<file path="src/hw/amp_pkg.sv">
package amp_pkg;
   localparam int OCT_W = 8;
   localparam int MAC_W = 48;
   localparam int PORT_W = 16;
   localparam int TAG_W = 32;
   localparam int IDX_W = 7;

   localparam logic [47:0] SLOW_PROTO_GROUP_ADDR = 48'h0180C2000002;
   localparam logic [15:0] SLOW_PROTO_TYPE = 16'h8809;
   localparam logic [7:0] SUBTYPE_MARKER = 8'h02;
   localparam logic [7:0] VERSION_1 = 8'h01;
   localparam logic [7:0] CODE_MARKER = 8'h01;
   localparam logic [7:0] CODE_RESPONSE = 8'h02;
   localparam logic [7:0] INFO_TUPLE_LEN = 8'h10;
   localparam logic [7:0] CODE_TERM = 8'h00;
   localparam logic [7:0] END_TUPLE_LEN = 8'h00;

   // octet offsets within the frame, check sequence excluded
   localparam logic [6:0] OFS_SA = 7'h06;
   localparam logic [6:0] OFS_TYPE = 7'h0C;
   localparam logic [6:0] OFS_TYPE_LO = 7'h0D;
   localparam logic [6:0] OFS_SUBTYPE = 7'h0E;
   localparam logic [6:0] OFS_VERSION = 7'h0F;
   localparam logic [6:0] OFS_CODE = 7'h10;
   localparam logic [6:0] OFS_LEN = 7'h11;
   localparam logic [6:0] OFS_PORT = 7'h12;
   localparam logic [6:0] OFS_SYS = 7'h14;
   localparam logic [6:0] OFS_TAG = 7'h1A;
   localparam logic [6:0] OFS_PAD = 7'h1E;
   localparam logic [6:0] OFS_TERM = 7'h20;
   localparam logic [6:0] OFS_TERM_LEN = 7'h21;
   localparam logic [6:0] OFS_RSVD = 7'h22;
   localparam logic [6:0] FRAME_OCTETS = 7'h7C;

   localparam int CLK_MHZ = 250;
   localparam int RESP_WAIT_US = 1000;
   localparam int RESP_WAIT_CYCLES = RESP_WAIT_US * CLK_MHZ;

   typedef struct packed {
      logic valid;
      logic last;
      logic par;
      logic [7:0] data;
   } amp_oct_type;

   typedef enum logic [1:0] {
      TX_IDLE = 2'b00,
      TX_CLIENT = 2'b01,
      TX_RESP = 2'b11
   } amp_tx_state_type;

   typedef enum logic [1:0] {
      IN_IDLE = 2'b00,
      IN_SEND = 2'b01,
      IN_WAIT = 2'b11
   } amp_in_state_type;
endpackage

</file>
<file path="src/hw/amp_link_if.sv">
`timescale 1ns/1ps
interface amp_link_if;
   logic dev_tx_valid;
   logic [amp_pkg::OCT_W-1:0] dev_tx_data;
   logic dev_tx_last;
   logic dev_tx_ready;
   logic par_tx_valid;
   logic [amp_pkg::OCT_W-1:0] par_tx_data;
   logic par_tx_last;
   logic par_tx_ready;

   modport dev (
      output dev_tx_valid,
      output dev_tx_data,
      output dev_tx_last,
      input dev_tx_ready,
      input par_tx_valid,
      input par_tx_data,
      input par_tx_last,
      output par_tx_ready
   );

   modport par (
      input dev_tx_valid,
      input dev_tx_data,
      input dev_tx_last,
      output dev_tx_ready,
      output par_tx_valid,
      output par_tx_data,
      output par_tx_last,
      input par_tx_ready
   );
endinterface

</file>
<file path="src/hw/amp_responder_end.sv">
`timescale 1ns/1ps
// Behaviour
// - frames sent untagged, never vlan tagged
// - destination is slow-protocol group address
// - source is the sending port's address
// - type field always slow-protocol type
// - subtype octet is 0x02
// - version octet sent as 0x01
// - tuple code 0x01 marker, 0x02 response
// - info tuple length is 16
// - initiator port number as unsigned integer
// - fixed octet layout, 124 octets plus check
// - whole octets, numeric fields msb first
// - bit 0 first on line, binary
// - marker answered on same link
// - markers queued as ordinary frames
// - flow control pauses markers too
// - collecting and distributing enables ignored
// - responder always present, initiator optional
// - initiator times out missing responses
// - response echoes port, system, tag
// - pad and reserved sent as zeros
// - version, pad, reserved never checked
module amp_responder_end (
   input wire logic clk,
   input wire logic resetn,
   amp_link_if.dev link,
   input wire logic [amp_pkg::MAC_W-1:0] port_mac,
   input wire logic cl_tx_valid,
   input wire logic [amp_pkg::OCT_W-1:0] cl_tx_data,
   input wire logic cl_tx_last,
   output logic cl_tx_ready,
   output logic cl_rx_valid,
   output logic [amp_pkg::OCT_W-1:0] cl_rx_data,
   output logic cl_rx_last,
   output logic marker_seen,
   output logic response_sent
);
   import amp_pkg::*;

   localparam int LOOK = int'(OFS_CODE) + 1;

   logic rx_take;
   logic [IDX_W-1:0] rx_idx;
   logic rx_par;
   logic hdr_ok;
   logic hdr_match;
   logic mk_now;
   logic mk_end;
   logic drop [2];
   logic [PORT_W-1:0] cap_port;
   logic [MAC_W-1:0] cap_sys;
   logic [TAG_W-1:0] cap_tag;
   logic resp_pend;
   logic [PORT_W-1:0] hold_port;
   logic [MAC_W-1:0] hold_sys;
   logic [TAG_W-1:0] hold_tag;
   amp_oct_type dl [LOOK];
   amp_oct_type dl_src [LOOK];
   amp_oct_type dl_out;
   logic tail_pending;
   logic shift;
   amp_tx_state_type st;
   logic turn_resp;
   logic resp_go;
   logic cl_go;
   logic b_valid;
   logic [7:0] b_data;
   logic b_last;
   logic b_ready;

   ////////////////////////////////////////////////////////////////////////
   // receive side never stalls the partner's sender
   assign link.par_tx_ready = 1'b1;
   assign rx_take = link.par_tx_valid;

   // version, pad and reserved never judged
   always_comb begin
      case (rx_idx)
         OFS_TYPE: hdr_match = (link.par_tx_data == SLOW_PROTO_TYPE[15:8]);
         OFS_TYPE_LO: hdr_match = (link.par_tx_data == SLOW_PROTO_TYPE[7:0]);
         OFS_SUBTYPE: hdr_match = (link.par_tx_data == SUBTYPE_MARKER);
         OFS_CODE: hdr_match = (link.par_tx_data == CODE_MARKER);
         default: hdr_match = 1'b1;
      endcase
   end

   assign mk_now = ((rx_idx == 7'h00) ? 1'b1 : hdr_ok) & hdr_match;
   assign mk_end = rx_take & link.par_tx_last & hdr_ok & (rx_idx >= OFS_PAD);

   always_ff @(posedge clk) begin
      if (!resetn) begin
         rx_idx <= 7'h00;
         rx_par <= 1'b0;
         hdr_ok <= 1'b0;
      end else if (rx_take) begin
         hdr_ok <= mk_now;
         if (link.par_tx_last) begin
            rx_idx <= 7'h00;
            rx_par <= ~rx_par;
         end else if (rx_idx != 7'h7F) begin
            rx_idx <= IDX_W'(rx_idx + 7'h01);
         end
      end
   end

   // one verdict per frame parity; frames ending before the code octet always pass
   always_ff @(posedge clk) begin
      if (!resetn) begin
         drop[0] <= 1'b0;
         drop[1] <= 1'b0;
      end else if (rx_take && rx_idx == 7'h00) begin
         drop[rx_par] <= 1'b0;
      end else if (rx_take && rx_idx == OFS_CODE) begin
         drop[rx_par] <= mk_now;
      end
   end

   always_ff @(posedge clk) begin
      if (!resetn) begin
         cap_port <= 16'h0000;
         cap_sys <= 48'h000000000000;
         cap_tag <= 32'h00000000;
      end else if (rx_take) begin
         if (rx_idx >= OFS_PORT && rx_idx < OFS_SYS)
            cap_port <= {cap_port[7:0], link.par_tx_data};
         if (rx_idx >= OFS_SYS && rx_idx < OFS_TAG)
            cap_sys <= {cap_sys[39:0], link.par_tx_data};
         if (rx_idx >= OFS_TAG && rx_idx < OFS_PAD)
            cap_tag <= {cap_tag[23:0], link.par_tx_data};
      end
   end

   ////////////////////////////////////////////////////////////////////////
   // look-ahead line: verdict known before a frame's first octet leaves;
   // tiny runts crowding it may take a stale verdict
   assign dl_out = dl[LOOK-1];

   always_comb begin
      tail_pending = 1'b0;
      for (int i = 0; i < LOOK; i++) begin
         tail_pending = tail_pending | (dl[i].valid & dl[i].last);
      end
   end

   assign shift = rx_take | tail_pending;

   generate
      for (genvar g = 0; g < LOOK; g++) begin : g_dl
         if (g == 0) begin : g_head
            assign dl_src[g] = '{valid: rx_take, last: link.par_tx_last,
                                 par: rx_par, data: link.par_tx_data};
         end else begin : g_body
            assign dl_src[g] = dl[g-1];
         end
         always_ff @(posedge clk) begin
            if (!resetn) begin
               dl[g] <= '0;
            end else if (shift) begin
               dl[g] <= dl_src[g];
            end
         end
      end
   endgenerate

   // delivered whatever the collecting state
   always_ff @(posedge clk) begin
      if (!resetn) begin
         cl_rx_valid <= 1'b0;
         cl_rx_data <= 8'h00;
         cl_rx_last <= 1'b0;
      end else begin
         cl_rx_valid <= shift & dl_out.valid & ~drop[dl_out.par];
         cl_rx_data <= dl_out.data;
         cl_rx_last <= dl_out.last;
      end
   end

   ////////////////////////////////////////////////////////////////////////
   // one response slot: a marker that finds one owed is dropped,
   // so no stale answer goes out late
   always_ff @(posedge clk) begin
      if (!resetn) begin
         resp_pend <= 1'b0;
         hold_port <= 16'h0000;
         hold_sys <= 48'h000000000000;
         hold_tag <= 32'h00000000;
      end else if (mk_end && (!resp_pend || resp_go)) begin
         resp_pend <= 1'b1;
         hold_port <= cap_port;
         hold_sys <= cap_sys;
         hold_tag <= cap_tag;
      end else if (resp_go) begin
         resp_pend <= 1'b0;
      end
   end

   always_ff @(posedge clk) begin
      if (!resetn) begin
         marker_seen <= 1'b0;
         response_sent <= 1'b0;
      end else begin
         marker_seen <= mk_end;
         response_sent <= b_valid & b_ready & b_last;
      end
   end

   ////////////////////////////////////////////////////////////////////////
   // transmit: whole frames, alternating when both wait; no precedence
   assign resp_go = (st == TX_IDLE) & resp_pend & (~cl_tx_valid | turn_resp);
   assign cl_go = (st == TX_IDLE) & cl_tx_valid & ~resp_go;

   always_ff @(posedge clk) begin
      if (!resetn) begin
         st <= TX_IDLE;
         turn_resp <= 1'b0;
      end else begin
         case (st)
            TX_IDLE: begin
               if (resp_go) st <= TX_RESP;
               else if (cl_go) st <= TX_CLIENT;
            end
            TX_CLIENT: begin
               if (cl_tx_valid && link.dev_tx_ready && cl_tx_last) begin
                  st <= TX_IDLE;
                  turn_resp <= 1'b1;
               end
            end
            TX_RESP: begin
               if (b_valid && b_ready && b_last) begin
                  st <= TX_IDLE;
                  turn_resp <= 1'b0;
               end
            end
            default: st <= TX_IDLE;
         endcase
      end
   end

   assign b_ready = (st == TX_RESP) & link.dev_tx_ready;
   assign cl_tx_ready = (st == TX_CLIENT) & link.dev_tx_ready;

   // octets go out whole; the mac puts bit 0 on the line first
   assign link.dev_tx_valid = (st == TX_CLIENT) ? cl_tx_valid :
                              (st == TX_RESP) ? b_valid : 1'b0;
   assign link.dev_tx_data = (st == TX_RESP) ? b_data : cl_tx_data;
   assign link.dev_tx_last = (st == TX_CLIENT) ? cl_tx_last :
                             (st == TX_RESP) ? b_last : 1'b0;

   amp_frame_builder u_builder (
      .clk(clk),
      .resetn(resetn),
      .start(resp_go),
      .kind(CODE_RESPONSE),
      .src_mac(port_mac),
      .port_id(hold_port),
      .sys_mac(hold_sys),
      .tag(hold_tag),
      .out_valid(b_valid),
      .out_data(b_data),
      .out_last(b_last),
      .out_ready(b_ready)
   );
endmodule

</file>
<file path="src/hw/amp_frame_builder.sv">
`timescale 1ns/1ps
module amp_frame_builder (
   input wire logic clk,
   input wire logic resetn,
   input wire logic start,
   input wire logic [7:0] kind,
   input wire logic [amp_pkg::MAC_W-1:0] src_mac,
   input wire logic [amp_pkg::PORT_W-1:0] port_id,
   input wire logic [amp_pkg::MAC_W-1:0] sys_mac,
   input wire logic [amp_pkg::TAG_W-1:0] tag,
   output logic out_valid,
   output logic [7:0] out_data,
   output logic out_last,
   input wire logic out_ready
);
   import amp_pkg::*;

   logic [IDX_W-1:0] idx;
   logic [IDX_W-1:0] next_idx;
   logic [7:0] h_kind;
   logic [MAC_W-1:0] h_src;
   logic [PORT_W-1:0] h_port;
   logic [MAC_W-1:0] h_sys;
   logic [TAG_W-1:0] h_tag;

   function automatic logic [7:0] msb_oct(input logic [47:0] v,
                                          input int k, input int n);
      msb_oct = v[8*(n-1-k) +: 8];
   endfunction

   function automatic logic [7:0] octet_at(input logic [6:0] i,
      input logic [7:0] kd, input logic [47:0] sa, input logic [15:0] pt,
      input logic [47:0] sy, input logic [31:0] tg);
      int ii;
      logic [7:0] r;
      ii = int'(i);
      r = 8'h00;
      // never a tag between source and type
      if (ii < OFS_SA) r = msb_oct(SLOW_PROTO_GROUP_ADDR, ii, 6);
      else if (ii < OFS_TYPE) r = msb_oct(sa, ii - OFS_SA, 6);
      else if (ii < OFS_SUBTYPE)
         r = msb_oct({32'h00000000, SLOW_PROTO_TYPE}, ii - OFS_TYPE, 2);
      else if (ii == OFS_SUBTYPE) r = SUBTYPE_MARKER;
      else if (ii == OFS_VERSION) r = VERSION_1;
      else if (ii == OFS_CODE) r = kd;
      else if (ii == OFS_LEN) r = INFO_TUPLE_LEN;
      else if (ii < OFS_SYS)
         r = msb_oct({32'h00000000, pt}, ii - OFS_PORT, 2);
      else if (ii < OFS_TAG) r = msb_oct(sy, ii - OFS_SYS, 6);
      else if (ii < OFS_PAD) r = msb_oct({16'h0000, tg}, ii - OFS_TAG, 4);
      else if (ii == OFS_TERM) r = CODE_TERM;
      else if (ii == OFS_TERM_LEN) r = END_TUPLE_LEN;
      else r = 8'h00;
      octet_at = r;
   endfunction

   assign next_idx = IDX_W'(idx + 7'h01);

   ////////////////////////////////////////////////////////////////////////
   // fixed 124-octet layout; the mac appends the check sequence
   always_ff @(posedge clk) begin
      if (!resetn) begin
         out_valid <= 1'b0;
         out_data <= 8'h00;
         out_last <= 1'b0;
         idx <= 7'h00;
      end else if (!out_valid) begin
         if (start) begin
            out_valid <= 1'b1;
            idx <= 7'h00;
            out_last <= 1'b0;
            out_data <= octet_at(7'h00, kind, src_mac, port_id, sys_mac, tag);
         end
      end else if (out_ready) begin
         if (out_last) begin
            out_valid <= 1'b0;
            out_last <= 1'b0;
         end else begin
            idx <= next_idx;
            out_last <= (next_idx == IDX_W'(FRAME_OCTETS - 7'h01));
            out_data <= octet_at(next_idx, h_kind, h_src, h_port, h_sys, h_tag);
         end
      end
   end

   always_ff @(posedge clk) begin
      if (!resetn) begin
         h_kind <= 8'h00;
         h_src <= 48'h000000000000;
         h_port <= 16'h0000;
         h_sys <= 48'h000000000000;
         h_tag <= 32'h00000000;
      end else if (start && !out_valid) begin
         h_kind <= kind;
         h_src <= src_mac;
         h_port <= port_id;
         h_sys <= sys_mac;
         h_tag <= tag;
      end
   end
endmodule

</file>
<file path="src/flat_wrapper.sv">
// flat-port wrapper written by rule: the top's interface ports become plain ports
module amp_responder_end_flat import amp_pkg::*;
  (clk, resetn, port_mac, cl_tx_valid, cl_tx_data, cl_tx_last, cl_tx_ready, cl_rx_valid, cl_rx_data, cl_rx_last, marker_seen, response_sent, link_dev_tx_valid, link_dev_tx_data, link_dev_tx_last, link_dev_tx_ready, link_par_tx_valid, link_par_tx_data, link_par_tx_last, link_par_tx_ready);
  amp_link_if link_i ();
  input wire logic clk;
  input wire logic resetn;
  input wire logic [amp_pkg::MAC_W-1:0] port_mac;
  input wire logic cl_tx_valid;
  input wire logic [amp_pkg::OCT_W-1:0] cl_tx_data;
  input wire logic cl_tx_last;
  output logic cl_tx_ready;
  output logic cl_rx_valid;
  output logic [amp_pkg::OCT_W-1:0] cl_rx_data;
  output logic cl_rx_last;
  output logic marker_seen;
  output logic response_sent;
  output wire logic [$bits(link_i.dev_tx_valid)-1:0] link_dev_tx_valid;
  output wire logic [$bits(link_i.dev_tx_data)-1:0] link_dev_tx_data;
  output wire logic [$bits(link_i.dev_tx_last)-1:0] link_dev_tx_last;
  input wire logic [$bits(link_i.dev_tx_ready)-1:0] link_dev_tx_ready;
  input wire logic [$bits(link_i.par_tx_valid)-1:0] link_par_tx_valid;
  input wire logic [$bits(link_i.par_tx_data)-1:0] link_par_tx_data;
  input wire logic [$bits(link_i.par_tx_last)-1:0] link_par_tx_last;
  output wire logic [$bits(link_i.par_tx_ready)-1:0] link_par_tx_ready;
  assign link_dev_tx_valid = link_i.dev_tx_valid;
  assign link_dev_tx_data = link_i.dev_tx_data;
  assign link_dev_tx_last = link_i.dev_tx_last;
  assign link_i.dev_tx_ready = link_dev_tx_ready;
  assign link_i.par_tx_valid = link_par_tx_valid;
  assign link_i.par_tx_data = link_par_tx_data;
  assign link_i.par_tx_last = link_par_tx_last;
  assign link_par_tx_ready = link_i.par_tx_ready;
  amp_responder_end u_core (.clk(clk), .resetn(resetn), .link(link_i), .port_mac(port_mac), .cl_tx_valid(cl_tx_valid), .cl_tx_data(cl_tx_data), .cl_tx_last(cl_tx_last), .cl_tx_ready(cl_tx_ready), .cl_rx_valid(cl_rx_valid), .cl_rx_data(cl_rx_data), .cl_rx_last(cl_rx_last), .marker_seen(marker_seen), .response_sent(response_sent));
endmodule
</file>
<file path="config.mk">
export PLATFORM = sky130hd
export DESIGN_NAME = amp_responder_end_flat
export DESIGN_NICKNAME = d
export VERILOG_FILES = /design/src/hw/amp_pkg.sv /design/src/hw/amp_link_if.sv /design/src/hw/amp_responder_end.sv /design/src/hw/amp_frame_builder.sv /design/src/flat_wrapper.sv
export SDC_FILE = /design/constraint.sdc
export NUM_CORES = 1
export LEC_CHECK = 0
export BUFFER_PORTS_ARGS = -buffer_cell sky130_fd_sc_hd__clkbuf_2
export CAP_MARGIN = 5
export CELL_PAD_IN_SITES_DETAIL_PLACEMENT = 1
export CELL_PAD_IN_SITES_GLOBAL_PLACEMENT = 1
export CORE_ASPECT_RATIO = 0.75
export CORE_MARGIN = 4
export CORE_UTILIZATION = 52
export DETAILED_ROUTE_END_ITERATION = 10
export PLACE_DENSITY_LB_ADDON = 0.1
export SLEW_MARGIN = 40
export SYNTH_ARGS = -nofsm -noshare
export SYNTH_HDL_FRONTEND = slang
export SYNTH_SLANG_ARGS = --single-unit
</file>
<file path="constraint.sdc">
create_clock -name clk -period 22.7 [get_ports clk]
set_clock_uncertainty 0.05 [all_clocks]
set_input_delay 4.54 -clock clk [delete_from_list [all_inputs] [get_ports clk]]
set_output_delay 4.54 -clock clk [all_outputs]
set_load 0.03 [all_outputs]
</file>
After elaboration in Yosys (flattened, before gate mapping)
Memories as Yosys holds them, arrays and structs flattened.
Index checks and enable logic that the tools add are counted.
{"block": "totals", "regBits": 379, "input_bits": 71, "word_cells": 258, "mem_bits_rw": 189, "mem_count": 2, "output_inout_bits": 24}
{"memory": "u_core.dl", "depth": 17, "width": 11, "read_ports": 17, "rd_clocked_by_memory_dff": 0, "wr": 17, "line_no": "amp_responder_end.sv:58", "text": "amp_oct_type dl [LOOK];"}
{"memory": "u_core.drop", "depth": 2, "width": 1, "read_ports": 1, "rd_clocked_by_memory_dff": 0, "wr": 2, "line_no": "amp_responder_end.sv:50", "text": "logic drop [2];"}
{"block": "classes", "n_mux": 76, "n_bitwise": 71, "shifts": 6, "n_lt_le_gt_ge": 13, "n_eq_ne": 21, "reduce_logical": 30, "addsub": 13}
{"cell": "48-bit by 12-bit variable part select with 8-bit output", "n": 4}
{"cell": "11-bit two-way mux", "n": 17}
{"cell": "8-bit two-way mux", "n": 15}
{"cell": "48-bit by 11-bit variable part select with 8-bit output (first input constant)", "n": 1}
{"cell": "48-bit by 12-bit variable part select with 8-bit output (first input constant)", "n": 1}
{"cell": "7-bit by 5-bit less-than comparator with 1-bit output (second input constant)", "n": 6}
{"cell": "7-bit two-way mux", "n": 6}
{"cell": "1-bit OR", "n": 36}
{"cell": "7-bit by 4-bit == test with 1-bit output (second input constant)", "n": 5}
{"cell": "1-bit AND", "n": 31}
{"cell": "1-bit two-way mux", "n": 31}
{"cell": "7-bit by 5-bit >= comparator with 1-bit output (second input constant)", "n": 4}
{"cell": "7-bit by 5-bit subtractor with 8-bit output (second input constant)", "n": 3}
{"cell": "7-bit by 5-bit == test with 1-bit output (second input constant)", "n": 3}
{"cell": "2-bit by 8-bit subtractor with 9-bit output (first input constant)", "n": 2}
{"cell": "4-bit by 8-bit subtractor with 9-bit output (first input constant)", "n": 2}
{"cell": "7-bit by 1-bit adder with 7-bit output (second input constant)", "n": 2}
{"cell": "7-bit by 4-bit less-than comparator with 1-bit output (second input constant)", "n": 2}
{"cell": "2-bit AND reduction", "n": 6}
{"cell": "1-bit logical AND", "n": 11}
{"cell": "3-bit AND reduction", "n": 3}
{"cell": "3-bit by 8-bit subtractor with 9-bit output (first input constant)", "n": 1}
{"cell": "8-bit by 1-bit == test with 1-bit output (second input constant)", "n": 1}
{"cell": "8-bit by 2-bit == test with 1-bit output (second input constant)", "n": 1}
{"cell": "other kinds (24)", "n": 36}

Logic depth before layout (Yosys ltp)
Gate-level depths: netlist of run 1.
An unclocked memory read counts as a cell.
{"block": "depth", "ltp_word": 23, "depth_mapped": 14, "depth_no_buf": 12}

By module
From an unflattened synthesis of run 1, not the netlist that was laid out.
{"block": "unflattened", "cells_unflattened": 2443, "hier_area_um2": 23805.3}
{"module": "amp_responder_end", "area_each_um2": 15100.7, "cells_each": 1395, "seq_area_each_um2": 9999.6, "instances": 1}
{"module": "amp_frame_builder", "area_each_um2": 8704.6, "cells_each": 1048, "seq_area_each_um2": 3383.2, "instances": 1}

Least setup slack after synthesis of run 1
Ideal clock, no wire load.
{"block": "synth_path", "path_type": "input -> register", "startpoint": "in resetn", "endpoint": "mem u_core.dl[0][0] (netlist name) (enable)", "setup_ns": 1.963, "path_stages": 3, "t_arrival_ns": 9.194, "t_required_ns": 20.687, "setup_slack_ns": 11.493, "n_path_buf": 2, "path_cell_list": "clkbuf_1 -> clkbuf_1 -> nand3_1"}
{"item": "from (decl)", "line_no": "flat_wrapper.sv:6", "text": "input wire logic resetn;"}
{"item": "to (decl)", "line_no": "amp_responder_end.sv:58"}

Worst setup path after layout of run 1
{"block": "layout_path", "startpoint": "in cl_tx_data[7] (netlist name)", "endpoint": "out link_dev_tx_data[7]"}
{"block": "layout_between", "elab_chain_len": 1}
{"item": "from (decl)", "line_no": "flat_wrapper.sv:9", "text": "input wire logic [amp_pkg::OCT_W-1:0] cl_tx_data;"}
{"item": "8-bit two-way mux", "line_no": "amp_responder_end.sv:246", "text": "assign link.dev_tx_data = (st == TX_RESP) ? b_data : cl_tx_data;"}
{"item": "to (decl)", "line_no": "flat_wrapper.sv:18", "text": "output wire logic [$bits(link_i.dev_tx_data)-1:0] link_dev_tx_data;"}
Every way passes these cells.

==> run_results.csv, run 1 <==
group,metric,value,unit
timing,slew_viol_final,0,
grt,grt_max_degree,154,
setup_path,required,18110,ps
die,initial_core_util,52.7,%
setup_path,cp_max_fo,1,
synthesis,ys_async_sr_fraction,0,%
synthesis,synth_edf_count,187,
cells_and_area,final.fill_count,4893,
placement,hpwlAfterDp,35.1,mm
flow_run,drv_cap,0,
clock_tree,cts.path.max_buffers,3,
timing,worst_slack,13040,ps
synthesis,synth_top_area_share,33.3,%
clock_tree,worstSkewPairLatency,600,ps
die,num_rows,66,
routing,wl_per_cell,19.2,um
timing,hold_viol,0,
routing,antenna_left,0,
outcome,outcome,"complete, no violations",
routing,drt_iter0_drc,1263,
setup_path,reg2reg_depth,12,
setup_path,reg2reg_slack,17540,ps
placement,pre_cts_ws,13040,ps
setup_path,worst_setup_path_end_kind,"output pin",
setup_path,rr_startpoint,"u_core.u_builder.idx[0]",
cells_and_area,final_util,58.9,%
setup_path,worstSetupPathType,"input pin to output pin",
min_path,worst_hold_path.num_cells,2,
synthesis,yosysTopAreaCell,"dfxtp_1",
timing,min_period,9660,ps
timing,post-route-period-util,42.5,%
clock_tree,cts_hold_buf,0,
cells_and_area,fin_nets,2509,
clock_tree,cts.htree.levels,2,
cells_and_area,layout_common_cells,"nand2_1 (706), dfxtp_1 (380), a21oi_1 (370)",
pwr,power_density,97.3,mW/mm2
placement,globalplace.congestion,0.882,
placement,numPortBuffers,93,
die,core,0.0434,mm2
synthesis,synth_area,0.0229,mm2
clock_tree,ctsRootBufferMaster,"clkbuf_16",
cells_and_area,drive_gt1_share,10.8,%
synthesis,synth.avg_cell_area,9.48,um2
routing,drc_errors,0,
pwr,peakVddDrop,0.0000640,V
timing,grt_setup_unrepaired,"false",
grt,grt_pass1_vias,17667,
pwr,p_leak,0.00900,uW
setup_path,cp_data_arrival_time,5070,ps
synthesis,synth-seq-area-share,57.8,%
grt,grt_pass1_wl,93.7,mm
cells_and_area,finish.instance_area,0.0256,mm2
timing,timing.hold.ws,402,ps
cells_and_area,syn2layout_area_growth,11.7,%
routing,finalWirelength,58.3,mm
routing,drtPass1Iterations,5,
synthesis,ys_types,68,
clock_tree,cts_tree,"built",
grt,grt_overflow_total,0,
clock_tree,cts_made_buffers,55,
min_path,hp-class,"register to register",
cells_and_area,diodes,0,
setup_path,start_kind,"input pin",
cells_and_area,layout_commonest_cell,"nand2_1",
timing,setup_tns,0,ps
die,io_pins,95,
timing,max_slew_margin,42.5,%
min_path,min_from,"u_core.hold_sys[19]",
die,die_area,0.0475,mm2
synthesis,ys_ff_latch,568,
setup_path,r2r_end,"u_core.u_builder.out_data[6]",
die,die_h,190,um
grt,antenna_found_initial,0,
synthesis,syn-instance-count,2416,
synthesis,dominantRegCellSynth,"dfxtp_1",
routing,vias,16952,
die,die_w,250,um
clock_tree,post_cts_buffers,0,
timing,worstMarginPinSlew,862,ps
timing,setup_violations,0,
placement,post_dp_cell_area,0.0237,mm2
clock_tree,clk_pin_slew,60,ps
min_path,hold_end,"u_core.u_builder.h_sys[19]",
grt,track_usage,24.2,%
routing,viasPerCell,5.58,
timing,max_freq,104,MHz
clock_tree,clock_sinks,568,
synthesis,synthTopCellsByArea,"dfxtp_1 (33%), edfxtp_1 (25%), nand2_1 (12%), a21oi_1 (8.1%), and2_1 (5.5%)",
clock_tree,cts_resized,0,
synthesis,syn_nets,2508,
synthesis,synth_warnings,0,
critical path, stage by stage:
cell and delay [ps]:
clkbuf_2 80, mux2_2 260, clkbuf_2 190
state kept, by name, indices dropped and copies added (netlist names), 7 cells and up:
register / flops
u_core.cap_tag: 32
u_core.hold_port: 16
u_core.dl: 187
u_core.u_builder.h_tag: 32
u_core.cl_rx_data: 8
u_core.u_builder.out_data: 8
u_core.u_builder.idx: 7
u_core.u_builder.h_src: 48
u_core.rx_idx: 7
u_core.hold_tag: 32
u_core.cap_port: 16
u_core.cap_sys: 48
u_core.hold_sys: 48
u_core.u_builder.h_sys: 48
u_core.u_builder.h_port: 16
where the power goes:
group	total [uW]	switching, uW	internal, uW
combinational	215	150	64.4
sequential	1330	54.0	1280
clock	941	389	552
cells in the mapped netlist (3+ instances only):
master and n:
buf_1 13, and3_1 12, o211ai_1 11, o21ai_0 19
mux4_2 23, o31ai_1 3, xnor3_1 3, clkbuf_1 149
nand4_1 8, edfxtp_1 187, o21a_1 5, mux2i_1 28
ha_1 21, inv_1 16, or2_2 4, o221a_2 3
a211oi_1 5, xnor2_1 12, a22oi_1 7, a211o_1 4
and2_1 200, a21o_1 4, buf_2 7, mux2_2 16
a22o_1 3, xor2_1 6, a221oi_1 7, a21oi_1 372
nor4_1 4, nor3_1 16, nand2b_1 7, or4_1 3
nor2b_1 8, nor2_1 65, dfxtp_1 381, nand3_1 31
nand2_1 707, a31oi_1 6
stage by stage:
step / power, uW / instances
finish: 2490 / 3039
global route: 2600 / 3039
CTS: 2510 / 3038
detailed placement: 1570 / 2937
global placement: 1540 / 2937
floorplan: 1510 / 2416
routing by layer:
layer	GRT usage (%)	wire length [um]	vias to the layer above	share of wire, %
met5	0	0	-	0
met4	6.42	1140	0	1.9
met3	3.92	2480	75	4.3
met2	40.3	27900	295	48
met1	33.4	26700	8448	46
li1	-	-	8134	-
final cells by class:
cell class	instances	area, um2	share of cell area [%]
flip-flops and latches	568	13200	51.8
clock inverters	15	198	0.773
repair buffers	116	682	2.67
inverters	17	71.3	0.279
well taps	578	723	2.83
multi-input cells	1659	8980	35.1
clock buffers	86	1670	6.53
worst max path at each step:
| stage | startpoint | end | slack, ps |
|---|---|---|---|
| 2_1_floorplan | resetn | u_core.dl[0][0] | 11490 |
| 3_3_place_gp | cl_tx_data[4] | link_dev_tx_data[4] | 13060 |
| 5_1_grt | cl_tx_valid | link_dev_tx_valid | 12980 |
| 3_5_place_dp | cl_tx_valid | link_dev_tx_valid | 13040 |
| 4_1_cts | cl_tx_data[2] | link_dev_tx_data[2] | 13040 |
| 6_report | cl_tx_data[7] | link_dev_tx_data[7] | 13040 |
logic make-up (layout without fill, tap and decap cells):
logic type	Yosys count	count (layout)	synth area share [%]
AOI/OAI and AO/OA	472	472	11.5
buffers and inverters	189	234	3.20
xor gates and xnor gates	24	24	1.28
muxes	67	67	4.27
and+or+nand+nor	1074	1074	20.8
DFF	568	568	57.8
other	1	1	0.0164
adders and majority gates	21	21	1.15
(Power assumes the default switching activity.)
==> run 2, diff against run 1 <==
--- a/config.mk
+++ b/config.mk
@@ -5,13 +5,14 @@
 export SDC_FILE = /design/constraint.sdc
 export NUM_CORES = 1
 export LEC_CHECK = 0
+export ABC_AREA = 1
 export BUFFER_PORTS_ARGS = -buffer_cell sky130_fd_sc_hd__clkbuf_2
 export CAP_MARGIN = 5
 export CELL_PAD_IN_SITES_DETAIL_PLACEMENT = 1
 export CELL_PAD_IN_SITES_GLOBAL_PLACEMENT = 1
 export CORE_ASPECT_RATIO = 0.75
 export CORE_MARGIN = 4
-export CORE_UTILIZATION = 52
+export CORE_UTILIZATION = 42
 export DETAILED_ROUTE_END_ITERATION = 10
 export PLACE_DENSITY_LB_ADDON = 0.1
 export SLEW_MARGIN = 40
==> constraint.sdc (replaced) <==
create_clock -name clk -period 8.15 [get_ports clk]
set_clock_uncertainty 0.05 [all_clocks]
set_input_delay 1.63 -clock clk [delete_from_list [all_inputs] [get_ports clk]]
set_output_delay 1.63 -clock clk [all_outputs]
set_load 0.03 [all_outputs]
==> run 2 against run 1 <==
Net effect:
- area after synthesis about the same
- sequential power grew to 2.8 times the previous value
- global-route usage down 4.6 points
- clock power grew to 2.6 times the previous value
- die area grew 23%
- non-clock buffer count fell by 1
- register-to-register slack got worse by 14000 ps
- critical path type is now register to register
- highest routed layer unchanged
==> run_results.csv, run 2 <==
group,metric,value,unit
outcome,outcome,"complete, no violations",
synthesis,synth_edf_count,187,
placement,numPortBuffers,93,
synthesis,syn_nets,2805,
pwr,p_leak,0.0106,uW
pwr,peakVddDrop,0.000185,V
clock_tree,cts.path.max_buffers,3,
synthesis,synthTopCellsByArea,"dfxtp_1 (33%), edfxtp_1 (25%), o21ai_0 (9.1%), nor2_1 (8.2%), inv_1 (6.2%)",
min_path,worst_hold_path.num_cells,2,
die,die_w,278,um
timing,post-route-period-util,53.0,%
timing,worst_slack,3830,ps
timing,worstMarginPinSlew,838,ps
setup_path,start_kind,"register",
cells_and_area,largest_reg_flops,187,
setup_path,path_buf_inv,4,
min_path,hold_end,"u_core.cl_rx_data[6]",
grt,grt_pass1_vias,18196,
synthesis,yosysTopAreaCell,"dfxtp_1",
pwr,power_density,272,mW/mm2
synthesis,ys_async_sr_fraction,0,%
synthesis,synth.most_common_cell,"nor2_1",
clock_tree,cts_hold_buf,0,
setup_path,cp_top_family,"simple AND/OR/NAND/NOR gates",
pwr,switchingPower,1810,uW
clock_tree,post_cts_buffers,0,
synthesis,ys_ff_latch,568,
cells_and_area,layout_common_cells,"nor2_1 (499), o21ai_0 (414), dfxtp_1 (380)",
setup_path,worst_setup_path_end_kind,"register",
clock_tree,cts_tree,"built",
pwr,internal_power,5160,uW
setup_path,crit_slowest_cell,"buf_4",
setup_path,required,8620,ps
synthesis,syn-instance-count,2713,
placement,hpwlAfterDp,37.0,mm
die,core,0.0534,mm2
setup_path,rr_startpoint,"u_core.u_builder.idx[0]",
die,initial_core_util,42.8,%
setup_path,reg2reg_slack,3830,ps
setup_path,reg2reg_depth,19,
routing,finalWirelength,58.4,mm
routing,antenna_left,0,
timing,max_slew_margin,44.1,%
pwr,p_clk_share,35.8,%
timing,max_freq,232,MHz
setup_path,cp_max_fo,48,
routing,drt_iter0_drc,1306,
die,die_h,210,um
grt,track_usage,19.6,%
setup_path,path_cells,"buf_4 -> buf_4 -> nand4_2 -> nand2_4 -> inv_1 -> ha_1 -> inv_1 -> nand2_1 -> nand3_1 -> nand3_1 -> nor2_4 -> o2111ai_1 -> o21ai_1 -> nand2_1 -> nand2_1 -> nand2_1 -> nand2_1 -> nand2_1 -> a21oi_1",
clock_tree,cts_made_buffers,56,
clock_tree,cts_resized,0,
min_path,min_from,"u_core.dl[16][6]",
routing,wl_per_cell,16.8,um
setup_path,worstSetupPathType,"register to register",
synthesis,ys_types,52,
die,io_pins,95,
timing,setup_tns,0,ps
cells_and_area,drive_gt1_share,8.32,%
clock_tree,clk_pin_slew,60,ps
grt,antenna_found_initial,1,
routing,drc_errors,0,
clock_tree,clock_sinks,568,
grt,grt_pass1_wl,94.9,mm
clock_tree,ctsRootBufferMaster,"clkbuf_16",
setup_path,crit_top_cell,"nand2_1",
clock_tree,cts.htree.levels,2,
flow_run,drv_cap,0,
cells_and_area,diodes,0,
grt,grt_overflow_total,0,
placement,globalplace.congestion,0.831,
pwr,sw_frac_of_total,25.9,%
synthesis,dominantRegCellSynth,"dfxtp_1",
die,die_area,0.0583,mm2
clock_tree,worstSkewPairLatency,620,ps
setup_path,r2r_end,"u_core.u_builder.out_data[4]",
synthesis,synth.avg_cell_area,8.44,um2
synthesis,synth_area,0.0229,mm2
synthesis,synth_warnings,0,
timing,grt_setup_unrepaired,"false",
die,num_rows,73,
pwr,pwr-share-seq,53.1,%
synthesis,ys_top_cells_by_count,"nor2_1 (501), o21ai_0 (414), dfxtp_1 (381), inv_1 (377), a21oi_1 (269)",
cells_and_area,syn2layout_area_growth,12.1,%
timing,setup_violations,0,
routing,drtPass1Iterations,5,
placement,pre_cts_ws,3820,ps
cells_and_area,layout_commonest_cell,"nor2_1",
cells_and_area,final.fill_count,6346,
setup_path,cp_data_arrival_time,4790,ps
routing,vias,17684,
timing,hold_viol,0,
cells_and_area,fin_nets,2817,
cells_and_area,largest-register,"u_core.dl",
min_path,hp-class,"register to register",
timing,slew_viol_final,0,
timing,min_period,4320,ps
grt,grt_max_degree,157,
pwr,combPwrFrac,11.2,%
synthesis,synth_top_area_share,33.3,%
synthesis,synth-seq-area-share,57.9,%
setup_path,crit_path_max_incr_delay,630,ps
routing,viasPerCell,5.09,
-- run 2: changes by cell type after synthesis, sizes merged, moves of 22 or more --
cell    delta
clkbuf    -22
nand3     +39
nand2    -488
a21oi    -100
o21ai    +398
mux2i     -24
inv      +366
and2     -200
nor2     +442
mux4      -23
-- run 2: worst reg2reg max path: stages (launching register included) --
cell and delay [ps]:
dfxtp_2 310, buf_4 360, buf_4 660, nand4_2 340, nand2_4 250, inv_1 120
ha_1 300, inv_1 80, nand2_1 70, nand3_1 170, nand3_1 430, nor2_4 300
o2111ai_1 140, o21ai_1 110, nand2_1 80, nand2_1 90, nand2_1 80, nand2_1 70
nand2_1 80, a21oi_1 130
-- run 2: layout make-up --
type	instances	area [um2]	share of cell area, %
clock buffer	83	1630	6.34
clock inverter	14	131	0.512
inverter	384	1450	5.63
multi-input combinational	1600	7590	29.6
sequential	568	13200	51.6
tap	712	891	3.47
timing repair buffer	115	724	2.82
-- run 2: power groups by stage --
stage               clock [uW]  combinational (uW)  sequential [uW]
floorplan                    0                 549             3780
global placement             0                 736             3740
detailed placement           0                 791             3770
CTS                       2570                 800             3710
global route              2700                 912             3740
finish                    2490                 779             3700
-- run 2: cell families (layout without fill, tap and decap cells) --
family	after synthesis	after routing	synth area share (%)
buffers and inverters	545	596	9.19
AO/OA/AOI/OAI	736	736	16.6
adder cells (fa/ha/maj)	21	21	1.15
AND/OR/NAND/NOR	824	824	14.5
XOR/XNOR	13	13	0.497
other	1	1	0.0164
flip-flops	568	568	57.9
multiplexers	5	5	0.224
-- run 2: per-stage QoR --
stage | hold slack, ps | cell area [um2] | total power [uW] | utilization [%] | instances
floorplan | 356 | 22900 | 4320 | - | 2713
global placement | 362 | 23800 | 4470 | 44.5 | 3375
detailed placement | 371 | 23800 | 4560 | 44.6 | 3377
CTS | 388 | 25600 | 7080 | 47.9 | 3474
global route | 401 | 25700 | 7350 | 48.0 | 3476
finish | 381 | 25700 | 6970 | 48.0 | 3476
-- run 2: metal layers --
layer | GRT usage (%) | share of wire (%) | up-vias
met5 | 0 | 0 | -
li1 | - | - | 8785
met1 | 28.7 | 51 | 8587
met4 | 4.23 | 1.7 | 0
met3 | 3.30 | 4.3 | 75
met2 | 31.0 | 43 | 237
-- run 2: how the worst max path moves through the flow --
stage	startpoint	endpoint	cells after the start	slack, ps
floorplan	resetn	u_core.dl[0][0]	4	1870
global placement	link_par_tx_valid	u_core.dl[16][7]	6	3600
detailed placement	link_par_tx_valid	u_core.dl[16][0]	7	3820
CTS	u_core.u_builder.idx[0]	u_core.u_builder.out_data[4]	19	3880
global route	u_core.u_builder.idx[0]	u_core.u_builder.out_data[4]	19	3550
finish	u_core.u_builder.idx[0]	u_core.u_builder.out_data[4]	19	3830
